===== src/inc/pwr_pkg.sv =====
// Shared constants and types for the power-save and peripheral clock block.
// Assumes one 50 MHz system clock and an AXI4-Lite master for software access.
package pwr_pkg;

	// ----------------------------------------------------------------
	// Register map
	// ----------------------------------------------------------------
	localparam int ADDR_W = 8;
	localparam logic [7:0] OFS_OSC_CTRL = 8'h00;
	localparam logic [7:0] OFS_PWR_STATUS = 8'h04;
	localparam logic [7:0] OFS_BOOT_CFG = 8'h08;
	localparam logic [7:0] OFS_STOP_IDLE = 8'h0C;

	// ----------------------------------------------------------------
	// Field positions
	// ----------------------------------------------------------------
	localparam int OSC_SWITCH_BIT = 0;
	localparam int OSC_SLEEP_SEL_BIT = 4;
	localparam int OSC_NEW_SRC_LSB = 8;
	localparam int OSC_CUR_SRC_LSB = 12;
	localparam int OSC_DIV_LSB = 19;
	localparam int BOOT_DIV_LSB = 12;
	localparam int STAT_STARTING_BIT = 2;

	// ----------------------------------------------------------------
	// Reset values and counts
	// ----------------------------------------------------------------
	localparam logic [1:0] DIV_RESET = 2'h0;
	localparam logic [2:0] SRC_RESET = 3'h0;
	localparam logic [7:0] XTAL_PLL_SRC_MASK = 8'h0E;
	localparam int STARTUP_CYC_DEF = 1024;
	localparam logic [1:0] RESP_OKAY = 2'h0;
	localparam logic [1:0] RESP_SLVERR = 2'h2;

	// ----------------------------------------------------------------
	// Types
	// ----------------------------------------------------------------
	typedef enum logic [1:0] {MODE_RUN, MODE_IDLE, MODE_SLEEP, MODE_START} mode_t;

	typedef struct packed {
		logic pending;
		logic runs_in_sleep;
		logic [2:0] prio;
	} irq_req_t;

endpackage


===== src/hw/pb_divider.sv =====
// Peripheral bus clock divider producing one enable pulse per divided period.
// Assumes the ratio select is a register in the same clock domain.
module pb_divider (
	// Clock and reset
	input wire logic I_CLK,
	input wire logic I_ARST_N,
	// Ratio select, 0 to 3 for 1:1 up to 1:8
	input wire logic [1:0] i_div_sel,
	// Divided clock enable
	output logic o_tick
);

	typedef struct packed {
		logic [2:0] cnt;
		logic [1:0] cur;
	} div_state_t;

	div_state_t st_reg;
	div_state_t st_next;
	logic [2:0] limit;

	// ----------------------------------------------------------------
	// Counter
	// ----------------------------------------------------------------
	always_comb begin
		case (st_reg.cur)
			2'h0: limit = 3'h0;
			2'h1: limit = 3'h1;
			2'h2: limit = 3'h3;
			default: limit = 3'h7;
		endcase
		o_tick = (st_reg.cnt == limit);
		st_next = st_reg;
		if (o_tick) begin
			st_next.cnt = 3'h0;
			st_next.cur = i_div_sel;
		end else begin
			st_next.cnt = st_reg.cnt + 3'h1;
		end
	end

	always_ff @(posedge I_CLK or negedge I_ARST_N) begin
		if (!I_ARST_N) begin
			st_reg <= '{cnt: 3'h0, cur: pwr_pkg::DIV_RESET};
		end else begin
			st_reg <= st_next;
		end
	end
endmodule


===== src/hw/power_save_ctrl.sv =====
// Sleep and Idle mode control, oscillator start-up delay and peripheral bus clock scaling.
// Assumes an AXI4-Lite master, a CPU that pulses a wait strobe and synchronous inputs.
//
// Notes on behaviour
// - Sleep ends on higher priority sleep interrupt, any reset or watchdog time-out.
// - Low or equal priority sleep interrupt keeps CPU halted, restarts bus clock, enters Idle.
// - Idle halts the CPU while the system clock keeps running.
// - A peripheral whose stop-in-idle bit is set stops in Idle.
// - Wait with the sleep select bit clear enters Idle.
// - Idle ends on an enabled interrupt above the CPU priority.
// - Idle also ends on any reset or a watchdog time-out.
// - Two-bit divisor in the oscillator control register sets ratio 1:1 to 1:8.
// - A divisor change reaches every peripheral on the bus clock.
// - System-clocked blocks ignore the divisor.
// - A peripheral read completes at the next bus clock edge.
// - Switching to a stopped crystal or PLL source inserts start-up delay.
// - Leaving Idle inserts no oscillator start-up delay.
module power_save_ctrl #(
	parameter int NPER = 8,
	parameter int STARTUP_CYC = pwr_pkg::STARTUP_CYC_DEF
) (
	// Clock and reset
	input wire logic I_CLK,
	input wire logic I_ARST_N,
	// AXI4-Lite slave
	input wire logic [pwr_pkg::ADDR_W-1:0] I_AWADDR,
	input wire logic I_AWVALID,
	output logic O_AWREADY,
	input wire logic [31:0] I_WDATA,
	input wire logic [3:0] I_WSTRB,
	input wire logic I_WVALID,
	output logic O_WREADY,
	output logic [1:0] O_BRESP,
	output logic O_BVALID,
	input wire logic I_BREADY,
	input wire logic [pwr_pkg::ADDR_W-1:0] I_ARADDR,
	input wire logic I_ARVALID,
	output logic O_ARREADY,
	output logic [31:0] O_RDATA,
	output logic [1:0] O_RRESP,
	output logic O_RVALID,
	input wire logic I_RREADY,
	// CPU and wake sources
	input wire logic I_WAIT_EXEC,
	input wire pwr_pkg::irq_req_t I_IRQ,
	input wire logic [2:0] I_CPU_PRIO,
	input wire logic I_DEV_RESET_EVT,
	input wire logic I_WDT_TIMEOUT,
	input wire logic [31:0] I_BOOT_CFG,
	// Peripheral read handshake
	input wire logic I_PERIPH_RD,
	output logic O_PERIPH_RD_DONE,
	// Clock and mode outputs
	output logic O_CPU_HALT,
	output logic O_SYSTEM_CLOCK_RUN,
	output logic O_SYS_DOMAIN_RUN,
	output logic O_PB_CLK_EN,
	output logic [NPER-1:0] O_PERIPH_RUN,
	output logic O_OSC_STARTING,
	output logic [1:0] O_MODE
);

	localparam int CNT_W = $clog2(STARTUP_CYC + 1);
	localparam logic [CNT_W-1:0] START_LOAD = CNT_W'(STARTUP_CYC);
	localparam int OSC_DIV_MSB = pwr_pkg::OSC_DIV_LSB + 1;

	typedef struct packed {
		pwr_pkg::mode_t mode;
		logic [1:0] div;
		logic sleep_sel;
		logic [2:0] new_src;
		logic [2:0] cur_src;
		logic sw_pend;
		logic [CNT_W-1:0] cnt;
		logic [31:0] boot;
		logic boot_done;
		logic [NPER-1:0] stop_in_idle;
		logic aw_hold;
		logic [pwr_pkg::ADDR_W-1:0] aw_addr;
		logic w_hold;
		logic [31:0] w_data;
		logic [3:0] w_strb;
		logic bvalid;
		logic [1:0] bresp;
		logic rvalid;
		logic [31:0] rdata;
		logic [1:0] rresp;
		logic rd_pend;
	} ctrl_state_t;

	ctrl_state_t st_reg;
	ctrl_state_t st_next;
	logic pb_tick;
	logic irq_high;
	logic irq_sleep;
	logic hard_wake;
	logic [31:0] osc_word;
	logic [31:0] merged;

	// ----------------------------------------------------------------
	// Bus clock divider
	// ----------------------------------------------------------------
	pb_divider u_div (
		.I_CLK(I_CLK),
		.I_ARST_N(I_ARST_N),
		.i_div_sel(st_reg.div),
		.o_tick(pb_tick)
	);

	function automatic logic [31:0] apply_strb(input logic [31:0] old, input logic [31:0] nw,
			input logic [3:0] strb);
		logic [31:0] r;
		r = old;
		for (int b = 0; b < 4; b++) begin
			if (strb[b]) begin
				r[b*8 +: 8] = nw[b*8 +: 8];
			end
		end
		return r;
	endfunction

	function automatic logic is_xtal(input logic [2:0] src);
		return pwr_pkg::XTAL_PLL_SRC_MASK[src];
	endfunction

	// ----------------------------------------------------------------
	// Next state
	// ----------------------------------------------------------------
	always_comb begin
		irq_high = I_IRQ.pending && (I_IRQ.prio > I_CPU_PRIO);
		irq_sleep = I_IRQ.pending && I_IRQ.runs_in_sleep;
		hard_wake = I_DEV_RESET_EVT || I_WDT_TIMEOUT;
		osc_word = '0;
		osc_word[OSC_DIV_MSB:pwr_pkg::OSC_DIV_LSB] = st_reg.div;
		osc_word[pwr_pkg::OSC_CUR_SRC_LSB +: 3] = st_reg.cur_src;
		osc_word[pwr_pkg::OSC_NEW_SRC_LSB +: 3] = st_reg.new_src;
		osc_word[pwr_pkg::OSC_SLEEP_SEL_BIT] = st_reg.sleep_sel;
		osc_word[pwr_pkg::OSC_SWITCH_BIT] = st_reg.sw_pend;
		merged = apply_strb(osc_word, st_reg.w_data, st_reg.w_strb);
		st_next = st_reg;

		// Boot word is caught once, after reset release, with its divisor default.
		if (!st_reg.boot_done) begin
			st_next.boot_done = 1'b1;
			st_next.boot = I_BOOT_CFG;
			st_next.div = I_BOOT_CFG[pwr_pkg::BOOT_DIV_LSB +: 2];
		end

		// Start-up counter shared by wake and source switch.
		if (st_reg.cnt != '0) begin
			st_next.cnt = st_reg.cnt - CNT_W'(1);
			if (st_reg.cnt == CNT_W'(1)) begin
				if (st_reg.sw_pend) begin
					st_next.cur_src = st_reg.new_src;
					st_next.sw_pend = 1'b0;
				end
				if (st_reg.mode == pwr_pkg::MODE_START) begin
					st_next.mode = pwr_pkg::MODE_RUN;
				end
			end
		end

		case (st_reg.mode)
			pwr_pkg::MODE_RUN: begin
				if (I_WAIT_EXEC && st_reg.cnt == '0) begin
					st_next.mode = st_reg.sleep_sel ? pwr_pkg::MODE_SLEEP : pwr_pkg::MODE_IDLE;
				end
			end
			pwr_pkg::MODE_IDLE: begin
				if (irq_high || hard_wake) begin
					st_next.mode = pwr_pkg::MODE_RUN;
				end
			end
			pwr_pkg::MODE_SLEEP: begin
				if (hard_wake || (irq_sleep && irq_high)) begin
					if (is_xtal(st_reg.cur_src)) begin
						st_next.mode = pwr_pkg::MODE_START;
						st_next.cnt = START_LOAD;
					end else begin
						st_next.mode = pwr_pkg::MODE_RUN;
					end
				end else if (irq_sleep) begin
					st_next.mode = pwr_pkg::MODE_IDLE;
				end
			end
			default: begin
			end
		endcase

		// AXI write channel.
		if (I_AWVALID && O_AWREADY) begin
			st_next.aw_hold = 1'b1;
			st_next.aw_addr = I_AWADDR;
		end
		if (I_WVALID && O_WREADY) begin
			st_next.w_hold = 1'b1;
			st_next.w_data = I_WDATA;
			st_next.w_strb = I_WSTRB;
		end
		if (st_reg.bvalid && I_BREADY) begin
			st_next.bvalid = 1'b0;
		end
		if (st_reg.aw_hold && st_reg.w_hold && !st_reg.bvalid) begin
			st_next.aw_hold = 1'b0;
			st_next.w_hold = 1'b0;
			st_next.bvalid = 1'b1;
			st_next.bresp = pwr_pkg::RESP_OKAY;
			if (st_reg.aw_addr == pwr_pkg::OFS_OSC_CTRL) begin
				st_next.div = merged[OSC_DIV_MSB:pwr_pkg::OSC_DIV_LSB];
				st_next.sleep_sel = merged[pwr_pkg::OSC_SLEEP_SEL_BIT];
				st_next.new_src = merged[pwr_pkg::OSC_NEW_SRC_LSB +: 3];
				if (merged[pwr_pkg::OSC_SWITCH_BIT] && !st_reg.sw_pend && st_reg.cnt == '0) begin
					// delay only for stopped crystal or PLL
					if (is_xtal(st_next.new_src) && st_next.new_src != st_reg.cur_src) begin
						st_next.sw_pend = 1'b1;
						st_next.cnt = START_LOAD;
					end else begin
						st_next.cur_src = st_next.new_src;
					end
				end
			end else if (st_reg.aw_addr == pwr_pkg::OFS_STOP_IDLE) begin
				st_next.stop_in_idle = NPER'(apply_strb(32'(st_reg.stop_in_idle), st_reg.w_data, st_reg.w_strb));
			end else if (st_reg.aw_addr == pwr_pkg::OFS_PWR_STATUS || st_reg.aw_addr == pwr_pkg::OFS_BOOT_CFG) begin
				st_next.bresp = pwr_pkg::RESP_OKAY;
			end else begin
				st_next.bresp = pwr_pkg::RESP_SLVERR;
			end
		end

		// AXI read channel.
		if (st_reg.rvalid && I_RREADY) begin
			st_next.rvalid = 1'b0;
		end
		if (I_ARVALID && O_ARREADY) begin
			st_next.rvalid = 1'b1;
			st_next.rresp = pwr_pkg::RESP_OKAY;
			st_next.rdata = '0;
			if (I_ARADDR == pwr_pkg::OFS_OSC_CTRL) begin
				st_next.rdata = osc_word;
			end else if (I_ARADDR == pwr_pkg::OFS_PWR_STATUS) begin
				st_next.rdata[1:0] = st_reg.mode;
				st_next.rdata[pwr_pkg::STAT_STARTING_BIT] = (st_reg.cnt != '0);
			end else if (I_ARADDR == pwr_pkg::OFS_BOOT_CFG) begin
				st_next.rdata = st_reg.boot;
			end else if (I_ARADDR == pwr_pkg::OFS_STOP_IDLE) begin
				st_next.rdata = 32'(st_reg.stop_in_idle);
			end else begin
				st_next.rresp = pwr_pkg::RESP_SLVERR;
			end
		end

		// read waits for bus clock edge
		if (O_PERIPH_RD_DONE) begin
			st_next.rd_pend = 1'b0;
		end else if (I_PERIPH_RD) begin
			st_next.rd_pend = 1'b1;
		end
	end

	always_ff @(posedge I_CLK or negedge I_ARST_N) begin
		if (!I_ARST_N) begin
			st_reg <= '0;
			st_reg.mode <= pwr_pkg::MODE_RUN;
			st_reg.div <= pwr_pkg::DIV_RESET;
			st_reg.cur_src <= pwr_pkg::SRC_RESET;
			st_reg.new_src <= pwr_pkg::SRC_RESET;
		end else begin
			st_reg <= st_next;
		end
	end

	// ----------------------------------------------------------------
	// Outputs
	// ----------------------------------------------------------------
	assign O_AWREADY = !st_reg.aw_hold && !st_reg.bvalid;
	assign O_WREADY = !st_reg.w_hold && !st_reg.bvalid;
	assign O_BVALID = st_reg.bvalid;
	assign O_BRESP = st_reg.bresp;
	assign O_ARREADY = !st_reg.rvalid;
	assign O_RVALID = st_reg.rvalid;
	assign O_RDATA = st_reg.rdata;
	assign O_RRESP = st_reg.rresp;
	assign O_CPU_HALT = (st_reg.mode != pwr_pkg::MODE_RUN);
	assign O_SYSTEM_CLOCK_RUN = (st_reg.mode != pwr_pkg::MODE_SLEEP);
	assign O_SYS_DOMAIN_RUN = O_SYSTEM_CLOCK_RUN;
	assign O_PB_CLK_EN = pb_tick && O_SYSTEM_CLOCK_RUN && (st_reg.mode != pwr_pkg::MODE_START);
	assign O_PERIPH_RD_DONE = st_reg.rd_pend && pb_tick;
	assign O_OSC_STARTING = (st_reg.cnt != '0);
	assign O_MODE = st_reg.mode;

	for (genvar g = 0; g < NPER; g++) begin : g_per
		assign O_PERIPH_RUN[g] = O_PB_CLK_EN && !(st_reg.stop_in_idle[g] && st_reg.mode == pwr_pkg::MODE_IDLE);
	end
endmodule


===== config.mk =====
export PLATFORM = sky130hd
export DESIGN_NAME = power_save_ctrl
export DESIGN_NICKNAME = d
export VERILOG_FILES = /design/src/inc/pwr_pkg.sv /design/src/hw/pb_divider.sv /design/src/hw/power_save_ctrl.sv
export SDC_FILE = /design/constraint.sdc
export NUM_CORES = 1
export LEC_CHECK = 0
export ABC_CLOCK_PERIOD_IN_PS = 3700
export BUFFER_PORTS_ARGS = -buffer_cell sky130_fd_sc_hd__buf_2
export CAP_MARGIN = 5
export CORE_UTILIZATION = 30
export DETAILED_ROUTE_END_ITERATION = 10
export GPL_ROUTABILITY_DRIVEN = 0
export GPL_TIMING_DRIVEN = 0
export REMOVE_ABC_BUFFERS = 1
export SLEW_MARGIN = 10
export SYNTH_ARGS = -nofsm -noshare
export SYNTH_HDL_FRONTEND = slang
export SYNTH_HIERARCHICAL = 1
export SYNTH_SLANG_ARGS = --single-unit

===== constraint.sdc =====
create_clock -name I_CLK -period 3.7 [get_ports I_CLK]
set_input_delay 0.925 -clock I_CLK [delete_from_list [all_inputs] [get_ports I_CLK]]
set_output_delay 0.925 -clock I_CLK [all_outputs]
set_load 0.05 [all_outputs]

==> flow_metrics.tcl, run 1 <==
set metrics [dict create \
    fin_nets 736 \
    grt_max_degree 70 \
    wl_per_cell_um 14.79 \
    vias 4256 \
    htreeDepth 4 \
    yosys_register_bits 132 \
    yosysSeqAreaShare_pct 53.28 \
    insertion_delay_ns 0.41 \
    whs_path_depth 1 \
    ios 160 \
    vias_per_cell 4.672 \
    rsz0062_at_grt "no" \
    status "finished clean" \
    p_per_area_nw_per_um2 662.1 \
    critPathCaptureType "output port" \
    whs_ns 0.4587 \
    syn_area_um2 6200 \
    cts_tree "built" \
    antenna_found_initial 2 \
    hpwl_mm 9.572 \
    holdPathEnd "st_reg[0]" \
    slew_violations 0 \
    root_buffer "clkbuf_16" \
    fin_cells 911 \
    fin_crit_sh_pct 90.80 \
    worstRegToRegCells 7 \
    crit_type "reg -> out" \
    synth_cell_types 62 \
    wl_mm 13.48 \
    hp-start "st_reg[0]" \
    dieArea_um2 21240 \
    die_h_um 145.8 \
    setup_viol 0 \
    hold_path.class "reg -> reg" \
    start_kind "register" \
    r2r_start "st_reg[126]" \
    grtUsageTotal_pct 13.40 \
    largest_reg_flops 79 \
    ant_nets 0 \
    synthDominantCellAreaShare_pct 53.28 \
    ys.flop_type "dfrtp_1" \
    fp.dieW_um 145.8 \
    port_buffers 137 \
    worst-endpoint-required_ns 2.77 \
    start_util_pct 30.64 \
    drc 0 \
    period_needed_ns 3.360 \
    slowest_stage "dfrtp_1" \
    dp_cells 878 \
    hold_viol_final 0 \
    ctsResizeCount 0 \
    syn_inst 528 \
    synthArstFlopShare_pct 100.0 \
    area_delta_synth_final_pct 20.46 \
    maxSlewHeadroom_pct 39.62 \
    clockBufferDepth 2 \
    core_area_um2 20230 \
    yosysWarnings 6 \
    rr_endpoint "st_reg[129]" \
    ir_drop_mv 0.5440 \
    cts.sinks 132 \
    maxCapViolations 0 \
    post_cts_buffers 0 \
    num-fill-cells 2046 \
    cts_made_buffers 17 \
    tightestPinTransition_ns 0.9058 \
    max_freq_ghz 0.2977 \
    final_common_cell "buf_2" \
    critical_path.max_stage_delay_ns 0.48 \
    rows 52 \
    final_cell_mix "buf_2, dfrtp_1, mux2_2" \
    postCtsHoldBufs 0 \
    worstPathArrival_ns 2.43 \
    firstDrtPassIters 6 \
    globalRouteOverflowTotal 0 \
    cp_cell_sequence "nor4bb_1 -> o31ai_1 -> nand2_1 -> nand2b_1 -> a21oi_1 -> buf_2" \
    p_leak_uw 0.003585 \
    synth_edf_count 0 \
    grt_pass1_vias 4327 \
    drtIter0Drc 202 \
    yosys-top-cells-area "dfrtp_1, mux2_2, buf_4" \
    regArea_um2 3304 \
    synth_top_cell_by_area "dfrtp_1" \
    reg2reg_setup_slack_ns 1.16 \
    syn_avg_cell_area_um2 11.74 \
    cts.clk_slew.worst_paths_ns 0.06 \
    finalClockSkew_ns 0.01112 \
    multiInputGateArea_um2 2460 \
    grt_pass1_wl_mm 22.31 \
    critPathMaxFanout 12 \
    layout-drive-gt1-share_pct 40.47 \
]
[logic make-up after synthesis]
group | count (synthesis) | synth area share [%]
fa+ha+maj | 6 | 1.211
mux | 85 | 15.34
compound gates | 93 | 10.33
simple gates | 131 | 12.11
other cells | 2 | 0.1211
xor+xnor | 2 | 0.2826
flops | 132 | 53.28
buf+inv | 77 | 7.326
[worst max-delay path, delay by kind of cell (launching register included)]
family                 cells  cell delay, ns
AND/OR/NAND/NOR            3            0.79
AO/OA/AOI/OAI              2            0.50
flip-flops                 1            0.48
buffers and inverters      1            0.24
[area by class of cell]
cell class                      count  share of cell area (%)
Sequential cell                   132                   44.25
Multi-Input combinational cell    320                   32.94
Clock buffer                       20                   6.115
Timing Repair Buffer              139                   9.834
Antenna cell                        1                 0.03351
Inverter                           17                  0.8879
Tap cell                          270                   4.523
Clock inverter                     12                   1.424
[how the worst max path moves through the flow]
| stage | start | end | slack (ns) | depth (start not counted) |
|---|---|---|---|---|
| floorplan | u_div/st_reg[1] | O_PERIPH_RUN[0] | 0.85 | 5 |
| global placement | I_ARST_N | st_reg[0] | -0.25 | 1 |
| detailed placement | u_div/st_reg[1] | O_PERIPH_RUN[0] | 0.79 | 6 |
| CTS | u_div/st_reg[1] | O_PERIPH_RUN[0] | 0.33 | 6 |
| global route | u_div/st_reg[1] | O_PERIPH_RUN[6] | 0.16 | 6 |
| finish | u_div/st_reg[1] | O_PERIPH_RUN[5] | 0.34 | 6 |
[metal layers]
layer	track usage [%]	routed length, um	vias up
met5	0	13	-
met4	4.158	122	2
li1	-	-	2052
met1	16.62	6159	2084
met3	5.110	853	14
met2	21.51	6327	104
[cell usage after synthesis (all sizes together) (2+ instances only)]
library cell / number
dfrtp: 132
mux2: 70
buf: 46
nand2: 42
a21oi: 24
nor2: 19
a22o: 17
inv: 17
nor3: 15
o21ai: 15
clkbuf: 14
mux2i: 14
a22oi: 8
and3: 6
ha: 6
nand3: 6
a21o: 5
and2: 5
nand2b: 5
nor4: 5
nand3b: 4
or3: 4
a211oi: 3
nor2b: 3
o21a: 3
o31ai: 3
or4: 3
a32oi: 2
a41oi: 2
and4: 2
conb: 2
nor3b: 2
nor4b: 2
nor4bb: 2
o311ai: 2
o41ai: 2
or3b: 2
[through the flow]
step	utilization (%)	area [um2]	worst slack (ns)	total power [uW]	setup TNS [ns]
2_1_floorplan	-	5816	0.8465	3000	0
3_3_place_gp	33.80	6839	-0.2466	3350	-30.44
3_5_place_dp	34.11	6903	0.7908	3378	0
4_1_cts	36.90	7466	0.3277	5008	0
5_1_grt	36.90	7466	0.1569	5226	0
6_report	36.91	7468	0.3404	4945	0
[where the power goes]
part | total [uW] | internal [uW] | switching, uW | leakage [uW]
clock | 1600 | 958 | 643 | 0.000268
sequential | 2050 | 1750 | 296 | 0.00166
combinational | 1300 | 519 | 777 | 0.00166
(Power assumes the default switching activity.)
==> run 2, diff against run 1 <==
PLACE_DENSITY = 0.53   (was default)
==> flow_metrics.tcl, run 2 (synthesis results as in run 1) <==
set metrics [dict create \
    status "finished clean" \
    firstDrtPassIters 4 \
    wl_per_cell_um 15.71 \
    cts_tree "built" \
    cts_made_buffers 17 \
    wl_mm 14.28 \
    globalRouteOverflowTotal 0 \
    dieArea_um2 21240 \
    fin_cells 909 \
    max_freq_ghz 0.2974 \
    critPathCaptureType "output port" \
    num-fill-cells 2035 \
    drtIter0Drc 193 \
    cp_top_family "simple AND/OR/NAND/NOR gates" \
    ios 160 \
    fin_nets 736 \
    root_buffer "clkbuf_16" \
    largest_reg_flops 79 \
    cts.clk_slew.worst_paths_ns 0.06 \
    drc 0 \
    grt_pass1_wl_mm 23.77 \
    rsz0062_at_grt "no" \
    cts.sinks 132 \
    critPathMaxFanout 12 \
    tightestPinTransition_ns 0.9878 \
    hpwl_mm 10.28 \
    start_kind "register" \
    post_cts_buffers 0 \
    worstPathArrival_ns 2.44 \
    maxCapViolations 0 \
    hold_path.class "reg -> reg" \
    vias_per_cell 4.757 \
    core_area_um2 20230 \
    start_util_pct 30.64 \
    slowest_stage "dfrtp_1" \
    postCtsHoldBufs 0 \
    htreeDepth 4 \
    ir_drop_mv 0.5201 \
    port_buffers 137 \
    slew_violations 0 \
    worst-endpoint-required_ns 2.77 \
    placedInstanceArea_um2 6900 \
    grt_pass1_vias 4565 \
    area_delta_synth_final_pct 19.76 \
    period_needed_ns 3.363 \
    clockBufferDepth 2 \
    final_area_um2 7425 \
    ctsResizeCount 0 \
    p_leak_uw 0.003560 \
    path_buf_inv 1 \
    dp_cells 878 \
    fp.dieW_um 145.8 \
    ant_nets 0 \
    maxSlewHeadroom_pct 34.14 \
    grt_max_degree 76 \
    insertion_delay_ns 0.41 \
    crit_type "reg -> out" \
    finalClockSkew_ns 0.007488 \
    die_h_um 145.8 \
    grtUsageTotal_pct 14.23 \
    vias 4324 \
    antenna_found_initial 1 \
    hold_viol_final 0 \
    final_common_cell "buf_2" \
    final_cell_mix "buf_2, dfrtp_1, mux2_2" \
    rows 52 \
    diodes 0 \
    layout-drive-gt1-share_pct 40.06 \
    fin_crit_sh_pct 90.88 \
    cp_cell_sequence "nor4b_1 -> o31ai_1 -> nand2_1 -> nand2b_1 -> a21oi_1 -> buf_2" \
    critical_path.max_stage_delay_ns 0.49 \
    setup_viol 0 \
    p_per_area_nw_per_um2 653.9 \
]
run 2: changes by cell type in the layout (fill, tap and decap cells not counted):
cell        change
clkbuf_1        +2
clkinv_4        -2
bufinv_16       -1
clkinvlp_4      +1
diode_2         -1
inv_6           -1
run 2: final timing paths:
kind,from,cells after the start,slack (ns),endpoint
hold reg to reg,st_reg[0],1,0.46,st_reg[0]
min in group asynchronous,I_ARST_N,1,0.52,O_RDATA[11]
setup / recovery,u_div/st_reg[1],6,0.34,O_PERIPH_RUN[4]
setup reg to reg,st_reg[126],7,1.14,st_reg[128]
hold / removal,st_reg[0],1,0.46,st_reg[0]
max in group asynchronous,I_ARST_N,2,2.44,st_reg[85]
run 2: routing by layer:
metal	track usage, %	part of all wire [%]	vias up
met3	4.671	4.9	5
met1	17.34	44	2185
met4	3.842	0.76	0
li1	-	-	2046
met2	24.04	50	88
met5	0	0	-
run 2: worst reg2reg max path, stage by stage, from the launching register on:
cell	delay [ns]
dfrtp_1	0.43
inv_1	0.10
ha_1	0.25
nor3b_1	0.36
and3_1	0.43
inv_4	0.10
nor4_4	0.61
nor3_1	0.12
run 2: per-stage QoR:
| stage | TNS, ns | worst slack, ns | hold WS [ns] | total power [uW] | util [%] |
|---|---|---|---|---|---|
| after floorplan | 0 | 0.8465 | 0.4431 | 3000 | - |
| after global placement | -10.09 | -0.08969 | 0.4521 | 3331 | 33.80 |
| after detailed placement | 0 | 0.7807 | 0.4604 | 3398 | 34.10 |
| after CTS | 0 | 0.3234 | 0.4673 | 4913 | 36.68 |
| after global routing | 0 | 0.1230 | 0.5019 | 5133 | 36.69 |
| final | 0 | 0.3373 | 0.4641 | 4855 | 36.69 |
run 2: layout make-up:
| cell class | instances | area [um2] | share of cell area [%] |
|---|---|---|---|
| Clock buffer | 22 | 464.2 | 6.252 |
| Clock inverter | 9 | 57.56 | 0.7752 |
| Inverter | 17 | 66.31 | 0.8932 |
| Multi-Input combinational cell | 320 | 2460 | 33.13 |
| Sequential cell | 132 | 3304 | 44.51 |
| Tap cell | 270 | 337.8 | 4.550 |
| Timing Repair Buffer | 139 | 734.5 | 9.892 |
run 2: power breakdown:
part | internal [uW] | switching, uW
sequential | 1750 | 305
clock | 881 | 605
combinational | 520 | 791
